--- config.mk ---
export PLATFORM = sky130hd
export DESIGN_NAME = cis_core
export DESIGN_NICKNAME = d
export VERILOG_FILES = /design/src/rtl/cis_pkg.sv /design/src/rtl/cis_core.sv /design/src/rtl/cis_word_alu.sv /design/src/rtl/cis_divider.sv
export SDC_FILE = /design/constraint.sdc
export NUM_CORES = 2
export LEC_CHECK = 0
export BUFFER_PORTS_ARGS = -buffer_cell sky130_fd_sc_hd__buf_2
export CAP_MARGIN = 20
export CELL_PAD_IN_SITES_DETAIL_PLACEMENT = 0
export CELL_PAD_IN_SITES_GLOBAL_PLACEMENT = 1
export CORE_MARGIN = 1
export CORE_UTILIZATION = 53
export CTS_CLUSTER_DIAMETER = 50
export DETAILED_ROUTE_END_ITERATION = 8
export PLACE_DENSITY_LB_ADDON = 0.1
export SYNTH_ARGS = -nofsm -noshare
export SYNTH_HDL_FRONTEND = slang
export SYNTH_HIERARCHICAL = 1
export SYNTH_SLANG_ARGS = --single-unit
--- constraint.sdc ---
create_clock -name clk_sys -period 19.1 [get_ports clk_sys]
set_clock_uncertainty 0.1 [all_clocks]
set_input_delay 0.955 -clock clk_sys [delete_from_list [all_inputs] [get_ports clk_sys]]
set_output_delay 0.955 -clock clk_sys [all_outputs]
set_load 0.01 [all_outputs]
--- src/rtl/cis_pkg.sv ---
// Package of opcodes, states, flag positions and constants for the instruction execution unit
package cis_pkg;

  // Operation codes presented on the command port
  typedef enum logic [4:0] {
    OP_COMPARE_ONES_CORRESPONDING = 5'h00,
    OP_COMPARE_ZEROS_CORRESPONDING = 5'h01,
    OP_XOR = 5'h02,
    OP_UNSIGNED_PRODUCT = 5'h03,
    OP_UNSIGNED_QUOTIENT = 5'h04,
    OP_SIGNED_PRODUCT = 5'h05,
    OP_SIGNED_QUOTIENT = 5'h06,
    OP_EXTENDED_TRAP_OP = 5'h07,
    OP_JUMP = 5'h08,
    OP_JUMP_WITH_LINK = 5'h09,
    OP_CONTEXT_JUMP = 5'h0a,
    OP_ZERO_FILL = 5'h0b,
    OP_ALL_ONES_FILL = 5'h0c,
    OP_BITWISE_COMPLEMENT = 5'h0d,
    OP_TWOS_COMPLEMENT_FLIP = 5'h0e,
    OP_MAGNITUDE_OP = 5'h0f,
    OP_BYTE_SWAP = 5'h10,
    OP_ADD_ONE = 5'h11,
    OP_ADD_TWO = 5'h12,
    OP_SUBTRACT_ONE = 5'h13,
    OP_SUBTRACT_TWO = 5'h14,
    OP_EXECUTE = 5'h15
  } cis_op_t;

  // Sequencer states, one-hot
  typedef enum logic [9:0] {
    S_IDLE = 10'h001,
    S_RSRC = 10'h002,
    S_RSRC2 = 10'h004,
    S_RDST = 10'h008,
    S_RDST2 = 10'h010,
    S_CALC = 10'h020,
    S_DIVW = 10'h040,
    S_WR1 = 10'h080,
    S_WR2 = 10'h100,
    S_CTX = 10'h200
  } cis_state_t;

  localparam int FLG_EQ = 2; // Equal flag position in flags_word
  localparam int FLG_OVF = 4; // Overflow flag position in flags_word
  localparam logic [15:0] FLAGS_RST = 16'h0000; // flags_word after reset
  localparam logic [15:0] PC_RST = 16'h0000; // Program counter after reset
  localparam logic [15:0] WP_RST = 16'h0000; // Workspace pointer after reset
  localparam logic [15:0] XOP_BASE = 16'h0040; // Trap vector table base
  localparam logic [3:0] LINK_REG = 4'hb; // Register 11 takes the return address
  localparam logic [3:0] SAVE_WP_REG = 4'hd; // Registers 13..15 take the old context
  localparam logic [1:0] CTX_LAST = 2'h2; // Index of last context save word
  localparam int WS_WORDS = 16; // Words in one workspace
  localparam logic [15:0] ALL_ONES = 16'hffff; // Fill value for all-ones fill
  localparam logic [15:0] SMAX_POS = 16'h7fff; // Largest positive quotient
  localparam logic [15:0] SMIN_MAG = 16'h8000; // Largest negative quotient magnitude
  localparam logic [2:0] IRQ_NONE = 3'h7; // Request pins all high: nothing pending

  // Single-operand operations that write back to the source word
  function automatic logic cis_is_unary(input cis_op_t op);
    cis_is_unary = (op >= OP_ZERO_FILL) && (op <= OP_SUBTRACT_TWO);
  endfunction

endpackage

--- src/rtl/cis_core.sv ---
// Instruction execution sequencer with workspace memory port and context registers
`timescale 1ns/1ns
module cis_core import cis_pkg::*; (
  input wire logic clk_sys, // System clock, 100 MHz
  input wire logic reset_n, // Asynchronous reset, active low
  input wire logic start, // Start pulse for op_in
  input wire cis_op_t op_in, // Operation to execute
  input wire logic [15:0] sa_in, // Source address
  input wire logic [3:0] dfield_in, // Destination register / trap number
  input wire logic ctx_load, // Load pc/wp while idle
  input wire logic [15:0] pc_load, // Program counter to load
  input wire logic [15:0] wp_load, // Workspace pointer to load
  input wire logic [2:0] interrupt_request_inputs, // Request pins, asynchronous
  output logic busy, // Instruction in progress
  output logic done, // Instruction finished pulse
  output logic irq_take, // Interrupt to be taken at this boundary
  output logic [2:0] irq_level, // Request level sampled at boundary
  output logic [15:0] pc, // Program counter
  output logic [15:0] wp, // Workspace pointer
  output logic [15:0] flags_word, // Status flags
  output logic exec_valid, // Word fetched for execute is valid
  output logic [15:0] exec_word, // Instruction word to execute
  output logic mem_req, // Memory access request
  output logic mem_we, // Write when high
  output logic [15:0] mem_addr, // Word address in bytes
  output logic [15:0] mem_wdata, // Write data
  input wire logic mem_ack, // Access completes this cycle
  input wire logic [15:0] mem_rdata // Read data, valid with ack
);

  typedef struct packed {
    cis_state_t st; // Sequencer state
    cis_op_t op; // Latched operation
    logic [15:0] sa; // Source address
    logic [15:0] wa; // Destination write address
    logic [15:0] src; // Source operand
    logic [15:0] dh; // Destination word
    logic [15:0] dl; // Following word
    logic [15:0] rh; // First result word
    logic [15:0] rl; // Second result word
    logic [15:0] pc; // Program counter
    logic [15:0] wp; // Workspace pointer
    logic [15:0] flg; // flags_word
    logic [15:0] npc; // Pending program counter
    logic [15:0] nwp; // Pending workspace pointer
    logic [15:0] xw; // Fetched execute word
    logic [1:0] wcnt; // Context save index
    logic [2:0] irq1; // Synchroniser stage one
    logic [2:0] irq2; // Synchroniser stage two
    logic [2:0] lvl; // Level sampled at boundary
    logic done; // Finish pulse
    logic irq; // Interrupt take pulse
    logic xv; // Execute word pulse
    logic divgo; // Divider start pulse
  } cis_core_st_t;

  cis_core_st_t q, d;
  logic [15:0] alu_res; // ALU result
  logic alu_eq; // Compare outcome
  logic div_done; // Divider finished
  logic [31:0] div_quot; // Divider quotient magnitude
  logic [15:0] div_rem; // Divider remainder magnitude
  logic [31:0] dvd_mag; // Dividend magnitude
  logic [15:0] dvs_mag; // Divisor magnitude
  logic [31:0] prod_u; // Unsigned product
  logic signed [31:0] prod_s; // Signed product
  logic q_neg; // Signed quotient is negative
  logic s_ovf; // Signed quotient out of range
  logic two_word; // Result takes two words
  logic fin; // Instruction ends this cycle
  logic [3:0] ctx_idx; // Register receiving context word

  cis_word_alu u_alu (
    .op(q.op),
    .src(q.src),
    .dst(q.dh),
    .res(alu_res),
    .eq(alu_eq)
  );

  cis_divider #(.W(16)) u_div (
    .clk_sys(clk_sys),
    .reset_n(reset_n),
    .start(q.divgo),
    .dividend(dvd_mag),
    .divisor(dvs_mag),
    .done(div_done),
    .quot(div_quot),
    .rem(div_rem)
  );

  // Arithmetic helpers; signed divide works on magnitudes and fixes signs after
  always_comb begin
    prod_u = q.dh * q.src;
    prod_s = $signed(q.dh) * $signed(q.src);
    dvd_mag = (q.op == OP_SIGNED_QUOTIENT && q.dh[15]) ? 32'(-{q.dh, q.dl}) : {q.dh, q.dl};
    dvs_mag = (q.op == OP_SIGNED_QUOTIENT && q.src[15]) ? 16'(-q.src) : q.src;
    q_neg = q.dh[15] ^ q.src[15];
    // Negative side may reach one step further than positive
    s_ovf = q_neg ? (div_quot > {16'h0000, SMIN_MAG}) : (div_quot > {16'h0000, SMAX_POS});
    two_word = (q.op == OP_UNSIGNED_PRODUCT) || (q.op == OP_UNSIGNED_QUOTIENT) ||
               (q.op == OP_SIGNED_PRODUCT) || (q.op == OP_SIGNED_QUOTIENT);
    ctx_idx = 4'(SAVE_WP_REG + {2'b00, q.wcnt});
  end

  // Memory port driven straight from the state, so the request holds until ack
  always_comb begin
    mem_req = 1'b1;
    mem_we = 1'b0;
    mem_wdata = q.rh;
    mem_addr = q.sa;
    case (q.st)
      S_RSRC: mem_addr = q.sa;
      S_RSRC2: mem_addr = 16'(q.sa + 16'h0002);
      S_RDST: mem_addr = q.wa;
      S_RDST2: mem_addr = 16'(q.wa + 16'h0002);
      S_WR1: mem_we = 1'b1;
      S_WR2: begin
        mem_we = 1'b1;
        mem_addr = 16'(q.wa + 16'h0002);
        mem_wdata = q.rl;
      end
      S_CTX: begin
        mem_we = 1'b1;
        mem_addr = 16'(q.nwp + {11'h000, ctx_idx, 1'b0});
        mem_wdata = (q.wcnt == 2'h0) ? q.wp : ((q.wcnt == 2'h1) ? q.pc : q.flg);
      end
      default: mem_req = 1'b0; // No access while idle or computing
    endcase
    if (q.st == S_WR1) begin
      mem_addr = q.wa;
    end
  end

  // Sequencer next state
  always_comb begin
    d = q;
    fin = 1'b0;
    d.done = 1'b0;
    d.irq = 1'b0;
    d.xv = 1'b0;
    d.divgo = 1'b0;
    d.irq1 = interrupt_request_inputs;
    d.irq2 = q.irq1;
    case (q.st)
      S_IDLE: begin
        if (ctx_load) begin
          d.pc = pc_load;
          d.wp = wp_load;
        end else if (start) begin
          d.op = op_in;
          d.sa = sa_in;
          d.wa = 16'(q.wp + {11'h000, dfield_in, 1'b0});
          d.st = S_RSRC;
          case (op_in)
            OP_JUMP: begin
              d.pc = sa_in;
              fin = 1'b1;
            end
            OP_JUMP_WITH_LINK: begin
              d.wa = 16'(q.wp + {11'h000, LINK_REG, 1'b0});
              d.rh = q.pc;
              d.npc = sa_in;
              d.st = S_WR1;
            end
            OP_EXTENDED_TRAP_OP: d.sa = 16'(XOP_BASE + {10'h000, dfield_in, 2'b00});
            OP_SIGNED_PRODUCT, OP_SIGNED_QUOTIENT: d.wa = q.wp;
            default: d.st = S_RSRC; // Fetch source first
          endcase
        end
      end
      S_RSRC: begin
        if (mem_ack) begin
          d.src = mem_rdata;
          if (q.op == OP_CONTEXT_JUMP || q.op == OP_EXTENDED_TRAP_OP) begin
            d.nwp = mem_rdata;
            d.st = S_RSRC2;
          end else if (q.op == OP_EXECUTE) begin
            d.xw = mem_rdata;
            d.xv = 1'b1;
            fin = 1'b1;
          end else if (cis_is_unary(q.op)) begin
            d.st = S_CALC;
          end else begin
            d.st = S_RDST;
          end
        end
      end
      S_RSRC2: begin
        if (mem_ack) begin
          d.npc = mem_rdata;
          d.wcnt = 2'h0;
          d.st = S_CTX;
        end
      end
      S_RDST: begin
        if (mem_ack) begin
          d.dh = mem_rdata;
          if (q.op == OP_UNSIGNED_QUOTIENT || q.op == OP_SIGNED_QUOTIENT) begin
            d.st = S_RDST2;
          end else begin
            d.st = S_CALC;
          end
        end
      end
      S_RDST2: begin
        if (mem_ack) begin
          d.dl = mem_rdata;
          d.st = S_CALC;
        end
      end
      S_CALC: begin
        d.st = S_WR1;
        d.rh = alu_res;
        case (q.op)
          OP_COMPARE_ONES_CORRESPONDING, OP_COMPARE_ZEROS_CORRESPONDING: begin
            d.flg[FLG_EQ] = alu_eq;
            fin = 1'b1;
          end
          OP_UNSIGNED_PRODUCT: {d.rh, d.rl} = prod_u;
          OP_SIGNED_PRODUCT: {d.rh, d.rl} = prod_s;
          OP_UNSIGNED_QUOTIENT: begin
            if (q.src <= q.dh) begin
              d.flg[FLG_OVF] = 1'b1;
              fin = 1'b1;
            end else begin
              d.divgo = 1'b1;
              d.st = S_DIVW;
            end
          end
          OP_SIGNED_QUOTIENT: begin
            d.divgo = 1'b1;
            d.st = S_DIVW;
          end
          default: d.wa = cis_is_unary(q.op) ? q.sa : q.wa;
        endcase
      end
      S_DIVW: begin
        if (div_done) begin
          d.flg[FLG_OVF] = 1'b0;
          d.st = S_WR1;
          if (q.op == OP_UNSIGNED_QUOTIENT) begin
            d.rh = div_quot[15:0];
            d.rl = div_rem;
          end else if (s_ovf) begin
            d.flg[FLG_OVF] = 1'b1;
            fin = 1'b1;
          end else begin
            d.rh = q_neg ? 16'(-div_quot[15:0]) : div_quot[15:0];
            d.rl = q.dh[15] ? 16'(-div_rem) : div_rem;
          end
        end
      end
      S_WR1: begin
        if (mem_ack) begin
          if (two_word) begin
            d.st = S_WR2;
          end else begin
            if (q.op == OP_JUMP_WITH_LINK) begin
              d.pc = q.npc;
            end
            fin = 1'b1;
          end
        end
      end
      S_WR2: begin
        if (mem_ack) begin
          fin = 1'b1;
        end
      end
      S_CTX: begin
        if (mem_ack) begin
          if (q.wcnt == CTX_LAST) begin
            d.wp = q.nwp;
            d.pc = q.npc;
            fin = 1'b1;
          end else begin
            d.wcnt = 2'(q.wcnt + 2'h1);
          end
        end
      end
      default: d.st = S_IDLE; // Recover from an illegal code
    endcase
    // Boundary: interrupts are looked at except after a context jump
    if (fin) begin
      d.st = S_IDLE;
      d.done = 1'b1;
      d.lvl = q.irq2;
      d.irq = (q.irq2 != IRQ_NONE) && (q.op != OP_CONTEXT_JUMP);
    end
  end

  // State register
  always_ff @(posedge clk_sys or negedge reset_n) begin
    if (!reset_n) begin
      q <= '{st: S_IDLE, op: OP_JUMP, pc: PC_RST, wp: WP_RST, flg: FLAGS_RST,
             irq1: IRQ_NONE, irq2: IRQ_NONE, lvl: IRQ_NONE, default: '0};
    end else begin
      q <= d;
    end
  end

  assign busy = (q.st != S_IDLE);
  assign done = q.done;
  assign irq_take = q.irq;
  assign irq_level = q.lvl;
  assign pc = q.pc;
  assign wp = q.wp;
  assign flags_word = q.flg;
  assign exec_valid = q.xv;
  assign exec_word = q.xw;
endmodule

--- src/rtl/cis_word_alu.sv ---
// Combinational word ALU for logic, compare and single-operand operations
`timescale 1ns/1ns
module cis_word_alu import cis_pkg::*; (
  input wire cis_op_t op, // Operation being executed
  input wire logic [15:0] src, // Source operand word
  input wire logic [15:0] dst, // Destination operand word
  output logic [15:0] res, // Result word
  output logic eq // Compare outcome
);

  // Result selection per operation
  always_comb begin
    case (op)
      OP_XOR: res = dst ^ src;
      OP_ZERO_FILL: res = 16'h0000;
      OP_ALL_ONES_FILL: res = ALL_ONES;
      OP_BITWISE_COMPLEMENT: res = ~src;
      OP_TWOS_COMPLEMENT_FLIP: res = 16'(-src);
      OP_MAGNITUDE_OP: res = src[15] ? 16'(-src) : src;
      OP_BYTE_SWAP: res = {src[7:0], src[15:8]};
      OP_ADD_ONE: res = 16'(src + 16'h0001);
      OP_ADD_TWO: res = 16'(src + 16'h0002);
      OP_SUBTRACT_ONE: res = 16'(src - 16'h0001);
      OP_SUBTRACT_TWO: res = 16'(src - 16'h0002);
      default: res = src; // Pass through
    endcase
  end

  // Compare: source acts as the mask of positions to test
  always_comb begin
    case (op)
      OP_COMPARE_ONES_CORRESPONDING: eq = ((dst & src) == src);
      OP_COMPARE_ZEROS_CORRESPONDING: eq = ((dst & src) == 16'h0000);
      default: eq = 1'b0; // Unused outside compares
    endcase
  end

endmodule

--- src/rtl/cis_divider.sv ---
// Sequential restoring divider, double-width dividend by single-width divisor
`timescale 1ns/1ns
module cis_divider #(
  parameter int W = 16 // Divisor width; dividend and quotient are 2W
) (
  input wire logic clk_sys, // System clock
  input wire logic reset_n, // Asynchronous reset, active low
  input wire logic start, // One-cycle start pulse
  input wire logic [2*W-1:0] dividend, // Held stable while busy
  input wire logic [W-1:0] divisor, // Held stable while busy
  output logic done, // One-cycle pulse, results valid
  output logic [2*W-1:0] quot, // Quotient
  output logic [W-1:0] rem // Remainder
);

  typedef struct packed {
    logic [W:0] r; // Partial remainder
    logic [2*W-1:0] qt; // Shifting dividend / quotient
    logic [7:0] cnt; // Steps left
    logic busy; // Iterating
    logic done; // Finish pulse
  } cis_div_st_t;

  cis_div_st_t q, d;
  logic [W:0] sh; // Remainder shifted with next dividend bit

  // One quotient bit per cycle; 2W cycles trade speed for area
  always_comb begin
    d = q;
    d.done = 1'b0;
    sh = {q.r[W-1:0], q.qt[2*W-1]};
    if (start) begin
      d.r = '0;
      d.qt = dividend;
      d.cnt = 8'(2 * W);
      d.busy = 1'b1;
    end else if (q.busy) begin
      if (sh >= {1'b0, divisor}) begin
        d.r = sh - {1'b0, divisor};
        d.qt = {q.qt[2*W-2:0], 1'b1};
      end else begin
        d.r = sh;
        d.qt = {q.qt[2*W-2:0], 1'b0};
      end
      d.cnt = 8'(q.cnt - 8'h01);
      if (q.cnt == 8'h01) begin
        d.busy = 1'b0;
        d.done = 1'b1;
      end
    end
  end

  // State register
  always_ff @(posedge clk_sys or negedge reset_n) begin
    if (!reset_n) begin
      q <= '0;
    end else begin
      q <= d;
    end
  end

  assign done = q.done;
  assign quot = q.qt;
  assign rem = q.r[W-1:0];

endmodule

==> impl_metrics.env <==
export IMPL_grt_usage=0.371
export IMPL_pin_count=186
export IMPL_cts_max_level=2
export IMPL_ys_seq_area_frac=0.187
export IMPL_min_period_ps=8560
export IMPL_critPathMaxFanout=18
export IMPL_cts_buffers=41
export IMPL_die_h_um=269
export IMPL_clock_sinks=282
export IMPL_dpl_cell_area_mm2=0.0387
export IMPL_final_area_mm2=0.0402
export IMPL_start_util=0.538
export IMPL_clkTransAtPathRegs_ps=60
export IMPL_crit_chain="clkinv_1 -> nor2_1 -> fa_1 -> inv_1 -> fa_1 -> fa_1 -> inv_1 -> fa_1 -> fa_1 -> inv_1 -> fa_1 -> inv_1 -> ha_1 -> nand3_1 -> a2111oi_0 -> nor3_1 -> o311ai_0 -> o211ai_1 -> a222oi_1 -> o21ai_0"
export IMPL_yosys_top_cells_count="inv_1, nand2_1, fa_1, nor2_1, ha_1"
export IMPL_cpMaxStageDelayCell="dfrtp_1"
export IMPL_port_buffers=171
export IMPL_first_iter_violations=3481
export IMPL_holdBufCountCts=0
export IMPL_leakage_uw=0.0196
export IMPL_avgViaCountPerCell=5.97
export IMPL_crit_arrival_ps=8870
export IMPL_fp_dieW_um=269
export IMPL_syn_avg_cell_area_um2=8.51
export IMPL_die_area_mm2=0.0724
export IMPL_fin_setup_tns_ps=0
export IMPL_ys_ff_latch=282
export IMPL_setup_viol=0
export IMPL_outcome="finished clean"
export IMPL_layout_drive_gt1_share=0.110
export IMPL_finalCritPeriodShare=0.448
export IMPL_crit_top_cell="fa_1"
export IMPL_vias=32200
export IMPL_overflow=0
export IMPL_crit_buf_inv=5
export IMPL_grt_pass1_wl_mm=203
export IMPL_relSlewSlack=0.216
export IMPL_clock_latency_ps=600
export IMPL_drc=0
export IMPL_drt_total_wl_mm=134
export IMPL_ys_flop_type="dfrtp_1"
export IMPL_clockBufferDepth=3
export IMPL_syn2layout_area_growth_pct=6.17
export IMPL_ir_drop_v=0.000116
export IMPL_finish_net_count=5151
export IMPL_synth_top_area_frac=0.196
export IMPL_coreArea_mm2=0.0703
export IMPL_gp_congestion=0.984
export IMPL_maxCapViolCount=0
export IMPL_grt_max_degree=95
export IMPL_end_kind="flop"
export IMPL_cts_tree="built"
export IMPL_grt_setup_unrepaired="false"
export IMPL_antenna_found_initial=6
export IMPL_synth_edf_count=0
export IMPL_dr_pass1_iters=6
export IMPL_yosysTopAreaCell="fa_1"
export IMPL_ys_types=114
export IMPL_grt_pass1_vias=31700
export IMPL_yosysWarnings=6
export IMPL_critical_path_max_stage_delay_ps=970
export IMPL_synth_area_leaders="fa_1, dfrtp_1, ha_1"
export IMPL_synth_cells=4445
export IMPL_p_per_area_mw_per_mm2=133
export IMPL_cts_resized=0
export IMPL_worstMarginPinSlew_ps=1170
export IMPL_postRouteAntennaNets=0
export IMPL_path_delay_family="adder cells"
export IMPL_root_buffer="clkbuf_16"
export IMPL_yosys_cell_count_top_type="inv_1"
export IMPL_hold_viol_final=0
export IMPL_cp_required_ps=19410
export IMPL_synth_area_mm2=0.0378
export IMPL_path_class="reg -> reg"
export IMPL_post_drt_wl_per_cell_um=24.9
export IMPL_hpwl_mm=103
export IMPL_drv_slew=0
export IMPL_fmax_ghz=0.117
export IMPL_cts_setup_buffers=0
export IMPL_rows=97
export IMPL_hp_class="reg -> reg"
export IMPL_synth_async_reset_ratio=1.00
export IMPL_startpoint_type="flop"
[cell families after synthesis]
group / Yosys count / synth area share
simple gates: 1291 / 0.164
xor+xnor: 208 / 0.0482
fa+ha+maj: 652 / 0.289
flops: 282 / 0.187
compound gates: 876 / 0.150
mux: 188 / 0.0541
other cells: 1 / 0.0000991
buf+inv: 947 / 0.107
[flip-flops by register name, summed over array words and instances, names as in the netlist]
name and cells:
irq_level 3, u_div/q 9, flags_word 2, irq_take 1, u_div/quot 32, exec_valid 1, pc 16, d 3
q 165, u_div/done 1, done 1, u_div/rem 16, wp 16, exec_word 16
[layout by cell type, fill, tap and decap left out, types with 68 or more instances in the layout]
| master | synthesis | routed |
|---|---|---|
| ha_1 | 280 | 280 |
| xor2_1 | 81 | 81 |
| mux2i_1 | 84 | 84 |
| and2_1 | 103 | 103 |
| nor2_1 | 286 | 286 |
| xnor2_1 | 127 | 127 |
| nand3_1 | 70 | 70 |
| inv_1 | 618 | 618 |
| buf_4 | 123 | 68 |
| nand2_1 | 511 | 511 |
| dfrtp_1 | 271 | 268 |
| mux2_2 | 95 | 95 |
| fa_1 | 371 | 371 |
| buf_2 | 26 | 170 |
| o21ai_0 | 225 | 225 |
| a21oi_1 | 221 | 221 |
[where the power goes]
part | internal (uW) | leakage, uW | switching, uW
sequential | 758 | 0.00368 | 335
combinational | 1270 | 0.0152 | 2220
clock | 448 | 0.000670 | 329
[stage by stage]
step           total power [uW]  utilization  setup slack, ps  std cells  hold WS (ps)
2_1_floorplan              3380            -            12100       4458           245
3_3_place_gp               4470        0.551            11080       5313           245
3_5_place_dp               4490        0.551            10920       5314           249
4_1_cts                    5280        0.571            10910       5390           258
5_1_grt                    5720        0.571            10430       5393           261
6_report                   5350        0.571            10540       5395           257
[worst paths after layout]
kind / startpoint / slack [ps] / cells after the start / end
worst max register to register: q[162] / 10540 / 20 / q[130]
worst max-delay path: q[162] / 10540 / 20 / q[130]
max in group asynchronous: reset_n / 16250 / 3 / q[237]
worst min-delay path: d[9] / 260 / 0 / q[9]
min in group asynchronous: reset_n / 290 / 1 / q[116]
worst min register to register: d[9] / 260 / 0 / q[9]
[cell type report]
cell class,instances,area [um^2]
Fill cell,6557,30100
Multi-Input combinational cell,3229,26800
Sequential cell,282,7070
Inverter,623,2340
Timing Repair Buffer,242,1430
Tap cell,940,1180
Clock buffer,53,1100
Clock inverter,23,274
Antenna cell,3,7.51
[layer usage]
| metal | routed length, um | share of wire | track usage | up-vias |
|---|---|---|---|---|
| met4 | 5680 | 0.042 | 0.139 | 2 |
| met5 | 16 | 0.00012 | 0 | - |
| met3 | 11600 | 0.087 | 0.0678 | 256 |
| li1 | - | - | - | 14600 |
| met2 | 59700 | 0.44 | 0.575 | 1380 |
| met1 | 57200 | 0.43 | 0.516 | 15900 |
Power figures use the tool's default switching activity.
